**config.mk**
```make
export PLATFORM = sky130hd
export DESIGN_NAME = aspir_top
export DESIGN_NICKNAME = d
export VERILOG_FILES = /design/src/rtl/aspir_pkg.sv /design/src/rtl/aspir_baud.sv /design/src/rtl/aspir_rx.sv /design/src/rtl/aspir_top.sv
export SDC_FILE = /design/constraint.sdc
export NUM_CORES = 1
export LEC_CHECK = 0
export ABC_AREA = 1
export BUFFER_PORTS_ARGS = -buffer_cell sky130_fd_sc_hd__buf_2
export CAP_MARGIN = 20
export CELL_PAD_IN_SITES_DETAIL_PLACEMENT = 0
export CELL_PAD_IN_SITES_GLOBAL_PLACEMENT = 1
export CORE_ASPECT_RATIO = 1.2
export CORE_UTILIZATION = 30
export CTS_BUF_LIST = sky130_fd_sc_hd__clkbuf_2
export CTS_CLUSTER_DIAMETER = 200
export CTS_CLUSTER_SIZE = 25
export DETAILED_ROUTE_END_ITERATION = 10
export PLACE_DENSITY = 0.57
export SLEW_MARGIN = 25
export SYNTH_ARGS = -nofsm -noshare
export SYNTH_HDL_FRONTEND = slang
export SYNTH_HIERARCHICAL = 1
export SYNTH_SLANG_ARGS = --single-unit
```
**constraint.sdc**
```tcl
create_clock -name CLOCK -period 2.4 [get_ports CLOCK]
set_input_delay 0.24 -clock CLOCK [delete_from_list [all_inputs] [get_ports CLOCK]]
set_output_delay 0.24 -clock CLOCK [all_outputs]
set_load 0.005 [all_outputs]
```
**src/rtl/aspir_pkg.sv**
```systemverilog
// Shared constants and types of the serial port; its infrared mode bit is stored only
package aspir_pkg;
    // Register addresses
    localparam logic [15:0] ADDR_MODE   = 16'hFFA0;
    localparam logic [15:0] ADDR_STATUS = 16'hFFA1;
    localparam logic [15:0] ADDR_BAUD   = 16'hFFA2;
    localparam logic [15:0] ADDR_DATA   = 16'hFFA3;
    // Reset values
    localparam logic [7:0] MODE_RESET   = 8'h00;
    localparam logic [7:0] STATUS_RESET = 8'h00;
    localparam logic [7:0] BAUD_RESET   = 8'h00;
    localparam logic [7:0] DATA_RESET   = 8'hFF;
    // Mode register field positions
    localparam int TX_EN_BIT   = 7;
    localparam int RX_EN_BIT   = 6;
    localparam int PAR_HI_BIT  = 5;
    localparam int PAR_LO_BIT  = 4;
    localparam int CLEN_BIT    = 3;
    localparam int STOP_BIT    = 2;
    localparam int ERRSUP_BIT  = 1;
    localparam int IRDA_BIT    = 0;
    // Status register field positions
    localparam int PERR_BIT    = 2;
    localparam int FERR_BIT    = 1;
    localparam int OVR_BIT     = 0;
    // Parity encodings
    localparam logic [1:0] PAR_NONE = 2'h0;
    localparam logic [1:0] PAR_ZERO = 2'h1;
    localparam logic [1:0] PAR_ODD  = 2'h2;
    localparam logic [1:0] PAR_EVEN = 2'h3;
    // Baud generator: base divisor and oversampling
    localparam logic [4:0] DIV_BASE    = 5'h10;
    localparam logic [3:0] DIV_FORBID  = 4'hF;
    localparam logic [3:0] OVS_LAST    = 4'hF;
    localparam logic [3:0] OVS_MID     = 4'h7;
    localparam logic [2:0] PRE_EXT     = 3'h0;

    // Decoded mode register
    typedef struct packed {
        logic       tx_en;
        logic       rx_en;
        logic [1:0] parity;
        logic       char8;
        logic       stop2;
        logic       err_sup;
        logic       irda;
    } aspir_mode_t;

    // Result of one received frame
    typedef struct packed {
        logic [7:0] data;
        logic       par_err;
        logic       frm_err;
    } aspir_rx_t;
endpackage : aspir_pkg

```
**src/rtl/aspir_baud.sv**
```systemverilog
// Baud generator: prescaler select and 5-bit divider, 16x tick out
`timescale 1ns/1ps
module aspir_baud (
    input  wire logic       clk,
    input  wire logic       rst_n,
    input  wire logic [7:0] ctrl,
    input  wire logic       ext_clk,
    output logic            tick
);
    logic [6:0] pre_cnt;
    logic       ext_d;
    logic       src_pulse;
    logic [4:0] div_cnt;
    logic [4:0] div_last;

    always_ff @(posedge clk)
    begin
        if (!rst_n)
            pre_cnt <= 7'h00;
        else
            pre_cnt <= pre_cnt + 7'h01;
    end

    always_ff @(posedge clk)
    begin
        if (!rst_n)
            ext_d <= 1'b0;
        else
            ext_d <= ext_clk;
    end

    always_comb
    begin
        if (ctrl[6:4] == aspir_pkg::PRE_EXT)
            src_pulse = ext_clk & ~ext_d;
        else
            src_pulse = (pre_cnt & ((7'h01 << ctrl[6:4]) - 7'h01))
                        == ((7'h01 << ctrl[6:4]) - 7'h01);
    end

    assign div_last = aspir_pkg::DIV_BASE + {1'b0, ctrl[3:0]} - 5'h01;

    // n=2, k=4 at 40 MHz gives the MIDI rate
    always_ff @(posedge clk)
    begin
        if (!rst_n)
            div_cnt <= 5'h00;
        else if (ctrl[3:0] == aspir_pkg::DIV_FORBID)
            div_cnt <= 5'h00;
        else if (src_pulse)
            div_cnt <= (div_cnt >= div_last) ? 5'h00 : div_cnt + 5'h01;
    end

    // One tick per divided period, used as 16x oversample strobe
    assign tick = src_pulse && (div_cnt >= div_last)
                  && (ctrl[3:0] != aspir_pkg::DIV_FORBID);
endmodule : aspir_baud

```
**src/rtl/aspir_rx.sv**
```systemverilog
// Receive shifter: start detect, mid-bit sampling, error checks
`timescale 1ns/1ps
module aspir_rx (
    input  wire logic                 clk,
    input  wire logic                 rst_n,
    input  wire logic                 enable,
    input  wire logic                 tick,
    input  wire logic                 rxd,
    input  aspir_pkg::aspir_mode_t    mode,
    output logic                      done,
    output aspir_pkg::aspir_rx_t      result
);
    typedef enum logic [1:0] {RX_IDLE, RX_START, RX_BITS, RX_STOP}
        aspir_rxst_t;
    aspir_rxst_t state;
    logic [3:0]  ovs;
    logic [3:0]  nbit;
    logic [3:0]  nlast;
    logic [8:0]  receive_shift_reg;
    logic        rxd_d;
    logic        has_par;
    logic        par_calc;

    assign has_par = mode.parity[1];
    assign nlast   = (mode.char8 ? 4'h8 : 4'h7) + {3'h0, has_par};

    always_ff @(posedge clk)
    begin
        if (!rst_n)
            rxd_d <= 1'b1;
        else
            rxd_d <= rxd;
    end

    // Bit 0 is still clear with 7 bits, so one sum fits both
    always_comb
    begin
        par_calc = ^receive_shift_reg[7:0];
        if (mode.parity == aspir_pkg::PAR_ODD)
            par_calc = ~par_calc;
    end

    // start on falling edge, sample at mid-bit
    always_ff @(posedge clk)
    begin
        if (!rst_n || !enable)
        begin
            state             <= RX_IDLE;
            ovs               <= 4'h0;
            nbit              <= 4'h0;
            receive_shift_reg <= 9'h000;
            done              <= 1'b0;
            result            <= '0;
        end
        else
        begin
            done <= 1'b0;
            case (state)
                RX_IDLE:
                    if (rxd_d && !rxd)
                    begin
                        state <= RX_START;
                        ovs   <= 4'h0;
                    end
                RX_START:
                    if (tick)
                    begin
                        if (ovs == aspir_pkg::OVS_MID)
                        begin
                            ovs  <= 4'h0;
                            nbit <= 4'h0;
                            // False start: line back at mark
                            state <= rxd ? RX_IDLE : RX_BITS;
                            receive_shift_reg <= 9'h000;
                        end
                        else
                            ovs <= ovs + 4'h1;
                    end
                RX_BITS:
                    if (tick)
                    begin
                        ovs <= ovs + 4'h1;
                        if (ovs == aspir_pkg::OVS_LAST)
                        begin
                            // LSB first, shift in from the top
                            receive_shift_reg <=
                                {rxd, receive_shift_reg[8:1]};
                            nbit <= nbit + 4'h1;
                            if (nbit + 4'h1 == nlast)
                                state <= RX_STOP;
                        end
                    end
                RX_STOP:
                    if (tick)
                    begin
                        ovs <= ovs + 4'h1;
                        if (ovs == aspir_pkg::OVS_LAST)
                        begin
                            state <= RX_IDLE;
                            done  <= 1'b1;
                            result.frm_err <= !rxd;
                            result.data <= '0;
                            result.par_err <= 1'b0;
                            // Align frame data to bit 0
                            case (nlast)
                                4'h7: result.data <=
                                    {1'b0, receive_shift_reg[8:2]};
                                4'h8: result.data <= receive_shift_reg[8:1];
                                4'h9:
                                begin
                                    result.data <= receive_shift_reg[7:0];
                                    result.par_err <=
                                        par_calc != receive_shift_reg[8];
                                end
                                default: result.data <= receive_shift_reg[7:0];
                            endcase
                            // 7-bit with parity: MSB reads 0
                            if (nlast == 4'h8 && has_par)
                            begin
                                result.data <=
                                    {1'b0, receive_shift_reg[7:1]};
                                result.par_err <=
                                    par_calc != receive_shift_reg[8];
                            end
                        end
                    end
                default: state <= RX_IDLE;
            endcase
        end
    end
endmodule : aspir_rx

```
**src/rtl/aspir_top.sv**
```systemverilog
// Asynchronous serial port top: registers, transmitter, pin muxing
`timescale 1ns/1ps

module aspir_top (
    input  wire logic        CLOCK,
    input  wire logic        RST_N,
    input  wire logic [15:0] ADDR,
    input  wire logic        WR,
    input  wire logic        RD,
    input  wire logic        BIT_WR,
    input  wire logic [2:0]  BIT_SEL,
    input  wire logic [7:0]  WDATA,
    output logic      [7:0]  RDATA,
    input  wire logic        SERIAL_IN_PIN,
    output logic             SERIAL_OUT_PIN,
    output logic             SERIAL_OUT_EN,
    input  wire logic        PORT_PIN_TX,
    input  wire logic        EXTERNAL_BAUD_CLOCK_PIN,
    output logic             RX_DONE_IRQ,
    output logic             TX_DONE_IRQ
);
    // Bit timing lives in the counters
    typedef enum logic [1:0] {TX_IDLE, TX_SHIFT} aspir_txst_t;

    logic [7:0]             serial_mode_reg;
    logic [7:0]             baud_divider_control;
    logic [7:0]             receive_buffer_reg;
    logic [7:0]             transmit_shift_reg;
    logic [2:0]             serial_error_status_reg;
    logic                   buf_unread;
    aspir_pkg::aspir_mode_t mode;
    aspir_pkg::aspir_rx_t   rx_res;
    logic                   rx_done;
    logic                   tick;
    logic                   tx_go;
    logic                   data_sel;
    aspir_txst_t            tx_state;
    logic [11:0]            tx_frame;
    logic [3:0]             tx_left;
    logic [3:0]             tx_ovs;
    logic                   tx_line;
    logic [3:0]             tx_len;
    logic                   par_bit;

    // Struct view of the mode fields
    assign mode     = serial_mode_reg;
    assign data_sel = (ADDR == aspir_pkg::ADDR_DATA);
    // A busy write is dropped, not queued:
    // nothing holds a second byte
    // software never writes while busy; ignored if it does
    assign tx_go    = WR && data_sel && mode.tx_en && (tx_state == TX_IDLE);

    // Byte write beats bit write
    // bit and byte writes, reset zero
    always_ff @(posedge CLOCK)
    begin
        if (!RST_N)
            serial_mode_reg <= aspir_pkg::MODE_RESET;
        else if (ADDR == aspir_pkg::ADDR_MODE && WR)
            serial_mode_reg <= WDATA;
        else if (ADDR == aspir_pkg::ADDR_MODE && BIT_WR)
            serial_mode_reg[BIT_SEL] <= WDATA[0];
    end

    // Divider changes mid-frame upset timing;
    // software keeps it still in transfers
    // baud control register
    always_ff @(posedge CLOCK)
    begin
        if (!RST_N)
            baud_divider_control <= aspir_pkg::BAUD_RESET;
        else if (ADDR == aspir_pkg::ADDR_BAUD && WR)
            baud_divider_control <= WDATA;
    end

    // infrared value is up to software
    aspir_baud u_baud (
        .clk     (CLOCK),
        .rst_n   (RST_N),
        .ctrl    (baud_divider_control),
        .ext_clk (EXTERNAL_BAUD_CLOCK_PIN),
        .tick    (tick)
    );

    // Receive disable resets the receiver
    // receive shifter lives inside, no address
    aspir_rx u_rx (
        .clk    (CLOCK),
        .rst_n  (RST_N),
        .enable (mode.rx_en),
        .tick   (tick),
        .rxd    (SERIAL_IN_PIN),
        .mode   (mode),
        .done   (rx_done),
        .result (rx_res)
    );

    always_ff @(posedge CLOCK)
    begin
        if (!RST_N)
            receive_buffer_reg <= aspir_pkg::DATA_RESET;
        else if (rx_done)
            receive_buffer_reg <= rx_res.data;
    end

    // New character beats a read in one cycle,
    // so no overrun is lost
    always_ff @(posedge CLOCK)
    begin
        if (!RST_N)
            buf_unread <= 1'b0;
        else if (rx_done)
            buf_unread <= 1'b1;
        else if (RD && data_sel)
            buf_unread <= 1'b0;
    end

    // Flags hold the last frame only
    // error flags, refreshed per frame
    always_ff @(posedge CLOCK)
    begin
        if (!RST_N)
            serial_error_status_reg <= aspir_pkg::STATUS_RESET[2:0];
        else if (rx_done)
        begin
            serial_error_status_reg[aspir_pkg::PERR_BIT] <= rx_res.par_err;
            serial_error_status_reg[aspir_pkg::FERR_BIT] <= rx_res.frm_err;
            serial_error_status_reg[aspir_pkg::OVR_BIT]  <= buf_unread;
        end
    end

    // Read data held until the next read;
    // unmapped addresses read zero
    // shared address read side; status read-only
    always_ff @(posedge CLOCK)
    begin
        if (!RST_N)
            RDATA <= 8'h00;
        else if (RD)
        begin
            case (ADDR)
                aspir_pkg::ADDR_MODE:   RDATA <= serial_mode_reg;
                aspir_pkg::ADDR_STATUS:
                    RDATA <= {5'h00, serial_error_status_reg};
                aspir_pkg::ADDR_BAUD:   RDATA <= baud_divider_control;
                aspir_pkg::ADDR_DATA:   RDATA <= receive_buffer_reg;
                default:                RDATA <= 8'h00;
            endcase
        end
    end

    // Any error kind suppresses the request
    // receive completion request
    always_ff @(posedge CLOCK)
    begin
        if (!RST_N)
            RX_DONE_IRQ <= 1'b0;
        else
            RX_DONE_IRQ <= rx_done && !(mode.err_sup &&
                           (rx_res.par_err || rx_res.frm_err || buf_unread));
    end

    // Parity from the write data, so the frame
    // is whole in the cycle the byte is taken
    // parity bit value
    always_comb
    begin
        case (mode.parity)
            aspir_pkg::PAR_ODD:  par_bit = ~^(mode.char8 ? WDATA
                                          : {1'b0, WDATA[6:0]});
            aspir_pkg::PAR_EVEN: par_bit = ^(mode.char8 ? WDATA
                                         : {1'b0, WDATA[6:0]});
            default:             par_bit = 1'b0;
        endcase
    end

    // Frame bit count, loaded into tx_left
    // frame length: start+data+parity+stops
    always_comb
    begin
        tx_len = (mode.char8 ? 4'h9 : 4'h8)
                 + {3'h0, mode.parity != aspir_pkg::PAR_NONE}
                 + (mode.stop2 ? 4'h2 : 4'h1);
    end

    // Last byte taken; no read path
    // transmit register, written only
    always_ff @(posedge CLOCK)
    begin
        if (!RST_N)
            transmit_shift_reg <= aspir_pkg::DATA_RESET;
        else if (tx_go)
            transmit_shift_reg <= WDATA;
    end

    // Start bit goes out at once; ticks run free,
    // so it may be up to one tick short.
    // Enable low abandons a frame, line idles.
    // transmit sequencer
    always_ff @(posedge CLOCK)
    begin
        if (!RST_N || !mode.tx_en)
        begin
            tx_state <= TX_IDLE;
            tx_frame <= 12'hFFF;
            tx_left  <= 4'h0;
            tx_ovs   <= 4'h0;
            tx_line  <= 1'b1;
        end
        else
        begin
            case (tx_state)
                TX_IDLE:
                    if (tx_go)
                    begin
                        tx_state <= TX_SHIFT;
                        tx_ovs   <= 4'h0;
                        tx_left  <= tx_len;
                        tx_line  <= 1'b0;
                        if (mode.char8)
                            tx_frame <= (mode.parity == aspir_pkg::PAR_NONE)
                                ? {3'h7, WDATA, 1'b0}
                                : {2'h3, par_bit, WDATA, 1'b0};
                        else
                            tx_frame <= (mode.parity == aspir_pkg::PAR_NONE)
                                ? {4'hF, WDATA[6:0], 1'b0}
                                : {3'h7, par_bit, WDATA[6:0], 1'b0};
                    end
                TX_SHIFT:
                    if (tick)
                    begin
                        tx_ovs <= tx_ovs + 4'h1;
                        if (tx_ovs == aspir_pkg::OVS_LAST)
                        begin
                            tx_frame <= {1'b1, tx_frame[11:1]};
                            tx_line  <= tx_frame[1];
                            tx_left  <= tx_left - 4'h1;
                            if (tx_left == 4'h1)
                            begin
                                tx_state <= TX_IDLE;
                                tx_line  <= 1'b1;
                            end
                        end
                    end
                default: tx_state <= TX_IDLE;
            endcase
        end
    end

    // Set with the tick ending the last stop bit
    // transmit completion after last stop bit
    always_ff @(posedge CLOCK)
    begin
        if (!RST_N)
            TX_DONE_IRQ <= 1'b0;
        else
            TX_DONE_IRQ <= (tx_state == TX_SHIFT) && tick
                           && tx_ovs == aspir_pkg::OVS_LAST
                           && tx_left == 4'h1;
    end

    // Transmitter off: pin follows the port latch
    // pin function; infrared flag stored only
    always_comb
    begin
        SERIAL_OUT_EN  = mode.tx_en;
        SERIAL_OUT_PIN = mode.tx_en ? tx_line : PORT_PIN_TX;
    end
endmodule : aspir_top

```
==> results of run 1 <==
-- cell usage after synthesis (all sizes together) (8+ instances only) --
master  count  area share (%)
a21oi      85             7.6
buf        13             1.9
clkbuf      9            0.60
dfxtp     101              36
ha         21             4.6
inv        93             6.2
nand2     210              15
nand3      78             7.3
nor2       69             5.0
o21ai      78             7.3
xnor2       8             1.2
xor2        9             1.4
-- worst register-to-register path, delay by kind of cell, from the launching register on --
kind / cells / cell delay, ps
and+or+nand+nor: 9 / 910
adders and majority gates: 2 / 520
DFF: 1 / 400
AOI/OAI and AO/OA: 3 / 340
buffers and inverters: 2 / 220
-- cell families (layout without fill, tap and decap cells) --
logic type | count (synthesis) | in the layout | synth area share (%)
XOR/XNOR | 17 | 17 | 2.63
other | 0 | 2 | 0
AO/OA/AOI/OAI | 192 | 192 | 18.8
AND/OR/NAND/NOR | 373 | 374 | 28.9
flip-flops | 101 | 101 | 35.7
buffers and inverters | 120 | 214 | 9.05
adder cells (fa/ha/maj) | 22 | 22 | 4.99
-- power by group through the flow --
stage	registers [mW]	clock network (mW)	logic, mW
after CTS	1.70	0.787	0.202
final	1.70	0.729	0.202
after detailed placement	1.73	0	0.180
after floorplan	1.73	0	0.0980
after global routing	1.70	0.854	0.229
after global placement	1.73	0	0.177
-- through the flow --
step | worst slack [ps] | total power [mW] | util (%) | area, um^2
3_5_place_dp | -269 | 1.91 | 34.4 | 6320
4_1_cts | -112 | 2.69 | 36.6 | 6720
3_3_place_gp | -217 | 1.91 | 34.4 | 6320
5_1_grt | -230 | 2.79 | 37.5 | 6900
6_report | -61.8 | 2.63 | 37.5 | 6900
2_1_floorplan | 16.0 | 1.83 | - | 5680
-- routing by layer --
layer  part of all wire [%]  GRT usage [%]  up-vias
li1                       -              -     2920
met1                     47           21.1     2630
met2                     49           30.7       70
met3                    2.5           2.53       16
met4                    1.8           5.90        0
met5                      0              0        -
-- worst min path at each step --
stage | from | to | slack (ps)
3_3_place_gp | serial_error_status_reg[0]$_SDFFE_PN0P_ | serial_error_status_reg[0]$_SDFFE_PN0P_ | 440
4_1_cts | ADDR[3] | mode[3]$_SDFFE_PN0P_ | 1
3_5_place_dp | tx_line$_SDFFE_PP1P_ | tx_line$_SDFFE_PP1P_ | 450
2_1_floorplan | RST_N | u_rx/rxd_d$_SDFF_PN1_ | 310
6_report | BIT_SEL[2] | mode[4]$_SDFFE_PN0P_ | 70
5_1_grt | WDATA[0] | baud_divider_control[0]$_SDFFE_PN0P_ | 3
-- final cells by class --
type	instances	area, um^2	share of cell area, %
diodes	2	5.00	0.0726
clock buffers	10	50.0	0.726
clock inverters	6	40.0	0.581
inverters	98	375	5.44
multi-input cells	605	3350	48.6
flip-flops and latches	101	2030	29.4
well taps	252	315	4.57
repair buffers	99	728	10.6
repair inverters	1	7.51	0.109
-- what timing repair did --
| action | in CTS | in global routing |
|---|---|---|
| resized for setup | 26 | 32 |
| setup endpoints to repair | 49 | 49 |
| hold buffers | 16 | 0 |
| gates cloned | 2 | 1 |
| buffers inserted | 3 | 3 |
| endpoints found under the hold margin | 35 | 0 |
| pin swaps | 10 | 8 |
==> results.toml, run 1 <==
[run_status]
status = "finished, violations left"
violations = "negative setup slack"

[setup_path]
worstReg2RegStart = "baud_divider_control[1]$_SDFFE_PN0P_"
crit_chain = "inv_2, ha_4, nand2_2, nor2_1, ha_1, nand2_2, nor3_2, nor2_1, nand2_1, and3_4, nand3_2, o21ai_2, nand2_4, buf_12, o21ai_4, a21oi_2"
criticalPathCategory = "flop to flop"
cpMaxStageDelayCell = "dfxtp_2"
crit_path_end = "u_rx/receive_shift_reg[7]$_SDFFE_PP0P_"
setup.worst_path.start = "baud_divider_control[1]$_SDFFE_PN0P_"
slowest_delay_ps = 400
path_depth = 16
rr_worst_depth = 16
worstPathArrival_ps = 2970
endpoint_kind = "flop"
crit_family = "simple AND/OR/NAND/NOR gates"
rrSetupSlack_ps = -60
cp.required_ps = 2910
cp-start-kind = "flop"
critical_path_peak_fanout = 6
reg2reg_to = "u_rx/receive_shift_reg[7]$_SDFFE_PP0P_"
critPathBufInv = 2

[clocking]
cts_tree = "done"
cts.sinks = 101
cts-root-buf = "clkbuf_2"
path_clk_slew_ps = 310
cts_buffers = 9
clk_path_buf_depth = 2
clk_latency_ps = 610
h-tree-depth = 3

[timing]
fmax_ghz = 0.406
fin_skew_ps = 56.9
slew_violations = 0
fin_ws_ps = -61.8
worst_pin_slew_ps = 780
maxSlewHeadroom_pct = 47.9
setup_viol = 35
fin_crit_sh_pct = 103
hold_viol = 0
rsz0062_at_grt = "yes"
final.min_clock_period_ps = 2460
holdWs_ps = 70.0
setup_tns_ps = -1010

[die]
pin_count = 47
fp.dieW_um = 128
die-area_um2 = 19500
num_rows = 54
fp.dieH_um = 153
initial_core_util_pct = 30.9
coreArea_um2 = 18400

[logic_synthesis]
syn_nets = 882
ys.warnings.count = 6
ys.flop_type = "dfxtp_1"
async_flop_share_pct = 0
synth_edf_count = 0
synth_cell_type_count = 44
syn-instance-count = 825
netlist_area_um2 = 5670
synth_seq_cells = 101
synth_seq_area_share_pct = 35.7
syn_area_per_cell_um2 = 6.87

[finish]
layout_common_cells = "nand2_1 (197), dfxtp_1 (98), inv_1 (84)"
syn2layout_area_growth_pct = 21.6
final_common_cell = "nand2_1"
drive_gt1_share_pct = 18.9
nets = 972
largest_register_ffs = 10
fillCellCount = 2009
fin_cells = 1174

[detailed_routing]
wl_per_cell_um = 13.9
drtIter0Drc = 263
drc = 0
ant_nets = 0
via_per_inst = 4.80
vias = 5636
wl_um = 16300
dr.pass1.iters = 4

[power_and_ir_drop]
pwr-share-seq_pct = 64.6
ir_worst_vdd_mv = 0.221
p_sw_mw = 0.715
internal_power_mw = 1.91
switching_share_pct = 27.2
p_per_area_nw_per_um2 = 381
leakagePower_nw = 2.89
power_frac_clock_pct = 27.7
combPwrFrac_pct = 7.7

[global_route]
grt.overflow.total = 0
grt_pass1_vias = 5482
antenna_found_initial = 1
grt_max_degree = 23
grt_pass1_wl_um = 26700
grtUsageTotal_pct = 17.3

[run]
maxCapViolCount = 0

[hold_path]
hold_path_class = "input port to flop"
hold_depth = 5

[place]
dp_cells = 1131
gp_congestion = 0.811
dp_hpwl_um = 12100
port_buffers = 46
No activity file was read; power rests on OpenSTA's default activity.
==> inputs of run 2 (changes only) <==
- SETUP_SLACK_MARGIN: unset -> 0.05
==> results.toml, run 2 (synthesis results as in run 1) <==
[clocking]
cts-root-buf = "clkbuf_2"
path_clk_slew_ps = 340
cts_tree = "done"
h-tree-depth = 3
cts_buffers = 9
clk_path_buf_depth = 2
cts.sinks = 101
clk_latency_ps = 640

[finish]
layout_common_cells = "nand2_1 (197), dfxtp_1 (96), inv_1 (82)"
fin_area_um2 = 6980
nets = 974
final_common_cell = "nand2_1"
syn2layout_area_growth_pct = 23.1
drive_gt1_share_pct = 19.7
largest_register_ffs = 10
fin_cells = 1175

[setup_path]
critPathBufInv = 2
worstReg2RegStart = "baud_divider_control[0]$_SDFFE_PN0P_"
crit_family = "simple AND/OR/NAND/NOR gates"
cp.required_ps = 2950
setup.worst_path.start = "baud_divider_control[0]$_SDFFE_PN0P_"
worstPathArrival_ps = 3010
endpoint_kind = "flop"
cp-start-kind = "flop"
slowest_delay_ps = 410
rrSetupSlack_ps = -60
criticalPathCategory = "flop to flop"
cpMaxStageDelayCell = "dfxtp_2"
critical_path_peak_fanout = 7
crit_chain = "inv_4, nand3_2, xor2_1, ha_1, nand2_2, nor3_2, nor2_1, nand2_1, and3_4, nand3_4, o21ai_4, nand2_8, buf_12, o21ai_2, a21oi_1"

[timing]
setup_tns_ps = -509
maxSlewHeadroom_pct = 47.7
setup_viol = 18
fmax_ghz = 0.406
holdWs_ps = 42.6
fin_crit_sh_pct = 103
fin_ws_ps = -60.6
hold_viol = 0
rsz0062_at_grt = "yes"
final.min_clock_period_ps = 2460
slew_violations = 0
fin_skew_ps = 40.0
worst_pin_slew_ps = 783

[hold_path]
min_from = "WDATA[0]"
hold_path_class = "input port to flop"

[global_route]
grtUsageTotal_pct = 17.7
grt_pass1_wl_um = 27400
grt_max_degree = 24
grt_pass1_vias = 5375
grt.overflow.total = 0
antenna_found_initial = 1

[place]
dp_cells = 1131
gp_congestion = 0.783
placed_area_um2 = 6340
port_buffers = 46
dp_hpwl_um = 12400

[power_and_ir_drop]
p_per_area_nw_per_um2 = 391
total_power_mw = 2.73
ir_worst_vdd_mv = 0.185
leakagePower_nw = 2.91

[detailed_routing]
drtIter0Drc = 290
ant_nets = 0
via_per_inst = 4.83
met2_wirelength_um = 8070
wl_um = 16800
drc = 0
wl_met3_um = 492
wl_per_cell_um = 14.3
top_layer = "met4"
vias = 5672
drt-met1-wl_um = 7990
dr.pass1.iters = 5

[run]
maxCapViolCount = 0

[die]
initial_core_util_pct = 30.9
fp.dieW_um = 128
fp.dieH_um = 153
num_rows = 54
coreArea_um2 = 18400
die-area_um2 = 19500
pin_count = 47

[run_status]
violations = "negative setup slack"
status = "finished, violations left"
run 2: cell count changes in the layout (fill, tap and decap cells not counted), sizes merged, moves of 2 or more:
cell	delta
clkinvlp	+2
clkinv	-4
buf	+3
inv	+3
run 2: per-stage QoR:
step	worst slack [ps]	utilization, %
finish	-60.6	38.0
global route	-223	38.0
CTS	-59.4	37.2
detailed placement	-141	34.5
global placement	-139	34.5
floorplan	49.9	-
run 2: tightest hold or removal path, delay by kind of cell:
family / cells / cell delay (ps)
buf+inv: 1 / 150
compound gates: 2 / 290
run 2: power breakdown:
group	switching (mW)	internal [mW]
sequential	0.00746	1.69
combinational	0.119	0.0798
clock	0.674	0.153
run 2: final cells by class:
| cell class | instances | area, um^2 |
|---|---|---|
| Timing Repair inverter | 1 | 7.51 |
| Clock inverter | 7 | 58.8 |
| Antenna cell | 1 | 2.50 |
| Sequential cell | 101 | 2030 |
| Inverter | 98 | 378 |
| Clock buffer | 9 | 45.0 |
| Multi-Input combinational cell | 605 | 3400 |
| Fill cell | 2011 | 11400 |
| Tap cell | 252 | 315 |
| Timing Repair Buffer | 101 | 737 |
run 2: worst paths after layout:
kind	endpoint	depth (start not counted)
hold reg to reg	baud_divider_control[7]$_SDFFE_PN0P_	2
setup / recovery	u_rx/receive_shift_reg[6]$_SDFFE_PP0P_	15
hold / removal	baud_divider_control[0]$_SDFFE_PN0P_	3
setup reg to reg	u_rx/receive_shift_reg[6]$_SDFFE_PP0P_	15
run 2: timing repair:
action,CTS,global route
setup endpoints to repair,49,50
endpoints found under the hold margin,33,0
setup buffers,6,3
gates resized for setup,37,27
cloned,3,0
hold buffers,15,0
pin swaps,17,24
run 2: metal layers:
metal,global-route usage [%],vias up
li1,-,2923
met1,23.1,2635
met2,30.0,99
met3,2.49,15
met4,5.22,0
met5,0,-
==> inputs of run 3 (changes only) <==
- ABC_AREA: 1 -> unset
- PLACE_DENSITY: 0.57 -> 0.54
- SKIP_CTS_REPAIR_TIMING: unset -> 1
- TNS_END_PERCENT: unset -> 50
==> results.toml, run 3 <==
[power_and_ir_drop]
leakagePower_nw = 2.53
ir_worst_vdd_mv = 0.206
p_per_area_nw_per_um2 = 403

[die]
initial_core_util_pct = 30.5
fp.dieW_um = 126
pin_count = 47
die-area_um2 = 19000
num_rows = 54
fp.dieH_um = 151
coreArea_um2 = 18100

[finish]
nets = 780
drive_gt1_share_pct = 25.2
fin_cells = 951
fillCellCount = 1872
syn2layout_area_growth_pct = 21.3
largest_register_ffs = 10
postLayoutCoreUtil_pct = 37.0
final_common_cell = "dfxtp_1"
layout_common_cells = "dfxtp_1 (98), nand2_1 (61), buf_4 (51)"

[timing]
fmax_ghz = 0.359
hold_viol = 0
fin_skew_ps = 27.3
slew_violations = 0
fin_crit_sh_pct = 116
setup_viol = 50
holdWs_ps = 50.3
final.min_clock_period_ps = 2790
fin_ws_ps = -389
rsz0062_at_grt = "yes"
maxSlewHeadroom_pct = 54.3
worst_pin_slew_ps = 685

[run_status]
status = "finished, violations left"
violations = "negative setup slack"

[logic_synthesis]
synth_seq_area_share_pct = 36.6
synth.top_cells.by_area = "dfxtp_1 (37%), ha_1 (4.8%), nand2_1 (4.5%)"
synth_area_leader_cell = "dfxtp_1"
netlist_area_um2 = 5530
async_flop_share_pct = 0
synth_common_cells = "dfxtp_1 (101), nand2_1 (67), nor2_1 (57)"
yosys.area.top_type_share_pct = 36.6
ys.warnings.count = 6
synth_cell_type_count = 75
syn_nets = 688
syn-instance-count = 631
syn_area_per_cell_um2 = 8.76
synth_seq_cells = 101
synth_edf_count = 0
ys.flop_type = "dfxtp_1"
yosysMostFrequentCell = "dfxtp_1"

[detailed_routing]
dr.pass1.iters = 4
wl_per_cell_um = 15.6
drtIter0Drc = 192
wl_um = 14800
via_per_inst = 5.06
vias = 4812
ant_nets = 0
drc = 0

[place]
dp_hpwl_um = 10800
gp_congestion = 0.805
port_buffers = 46
dp_cells = 918

[global_route]
grt_max_degree = 31
grt.overflow.total = 0
antenna_found_initial = 1
grt_pass1_vias = 4663
grt_pass1_wl_um = 24200
grtUsageTotal_pct = 16.1

[clocking]
clk_path_buf_depth = 2
cts.sinks = 101
cts_tree = "done"
cts_buffers = 9
clk_latency_ps = 590
path_clk_slew_ps = 250
cts-root-buf = "clkbuf_2"
h-tree-depth = 3

[setup_path]
critPathBufInv = 1
crit_family = "simple AND/OR/NAND/NOR gates"
critical_path_peak_fanout = 7
crit_top_cell = "nor3b_4"
cp-start-kind = "flop"
cpMaxStageDelayCell = "dfxtp_4"
worstPathArrival_ps = 3320
cp.required_ps = 2930
slowest_delay_ps = 420
crit_chain = "nor3_4, inv_2, ha_4, nor3b_4, nor3_2, o32a_2, nand2_2, nor3b_4, and3_4, nand4_1, or3_1, a21oi_1"
criticalPathCategory = "flop to flop"
endpoint_kind = "flop"

[hold_path]
hold_path_class = "input port to flop"

[run]
maxCapViolCount = 0
## run 3: cell count changes after synthesis, sizes merged, moves of 10 or more
cell / previous run / this run
inv: 93 / 14
a21oi: 85 / 43
mux2i: 0 / 22
nand2b: 0 / 11
nor2b: 0 / 21
o21ai: 78 / 13
nand2: 210 / 67
nand3: 78 / 30
a21boi: 0 / 10
a31oi: 0 / 11
xnor2: 8 / 18
nor3: 5 / 20
nor2: 69 / 58
## run 3: path summary, 6_finish.rpt
| path | start | to | slack [ps] | cells after the start |
|---|---|---|---|---|
| max | baud_divider_control[6]$_SDFFE_PN0P_ | u_rx/result[9]$_SDFFE_PP0P_ | -390 | 12 |
| max reg2reg | baud_divider_control[6]$_SDFFE_PN0P_ | u_rx/result[9]$_SDFFE_PP0P_ | -390 | 12 |
| min | BIT_SEL[1] | mode[5]$_SDFFE_PN0P_ | 50 | 3 |
| min reg2reg | tx_frame[1]$_SDFFE_PP1P_ | tx_frame[1]$_SDFFE_PP1P_ | 470 | 2 |
## run 3: logic make-up after synthesis
| group | after synthesis | share of synthesized area, % |
|---|---|---|
| AOI/OAI and AO/OA | 136 | 17.4 |
| xor gates and xnor gates | 28 | 4.93 |
| adders and majority gates | 22 | 5.12 |
| buffers and inverters | 48 | 4.01 |
| DFF | 101 | 36.6 |
| muxes | 31 | 6.43 |
| and+or+nand+nor | 265 | 25.5 |
## run 3: power breakdown
| part | total (mW) | internal (mW) | switching [mW] |
|---|---|---|---|
| logic | 0.207 | 0.103 | 0.104 |
| clock network | 0.798 | 0.233 | 0.565 |
| registers | 1.70 | 1.69 | 0.00603 |
## run 3: metrics by stage
stage          TNS (ps)  setup slack, ps  instance area (um^2)  power [mW]
2_1_floorplan    -12980             -383                  5650        1.84
3_3_place_gp      -6570             -261                  6370        1.92
5_1_grt          -20310             -526                  6700        2.84
4_1_cts          -11520             -358                  6470        2.75
6_report         -13790             -389                  6700        2.70
3_5_place_dp     -10000             -339                  6370        1.92
## run 3: final cells by class
cell class	instances	area, um^2	share of cell area (%)
inverter	14	52.6	0.784
sequential	101	2030	30.3
antenna	1	2.50	0.0373
clock buffer	11	55.1	0.821
clock inverter	3	38.8	0.579
tap	224	280	4.18
multi-input combinational	483	3440	51.4
timing repair buffer	114	800	11.9
## run 3: worst register-to-register path, stage by stage, from the launching register on
cell     delay, ps
dfxtp_4        420
nor3_4         210
inv_2           70
ha_4           180
nor3b_4        160
nor3_2         240
o32a_2         220
nand2_2         60
nor3b_4        300
and3_4         270
nand4_1        140
or3_1          360
a21oi_1        120
## run 3: routing by layer
layer / share of wire [%] / vias to the layer above / GRT usage (%)
met2: 49 / 59 / 27.7
met4: 1.4 / 0 / 5.12
met1: 47 / 2279 / 20.5
li1: - / 2459 / -
met5: 0 / - / 0
met3: 2.2 / 15 / 2.52
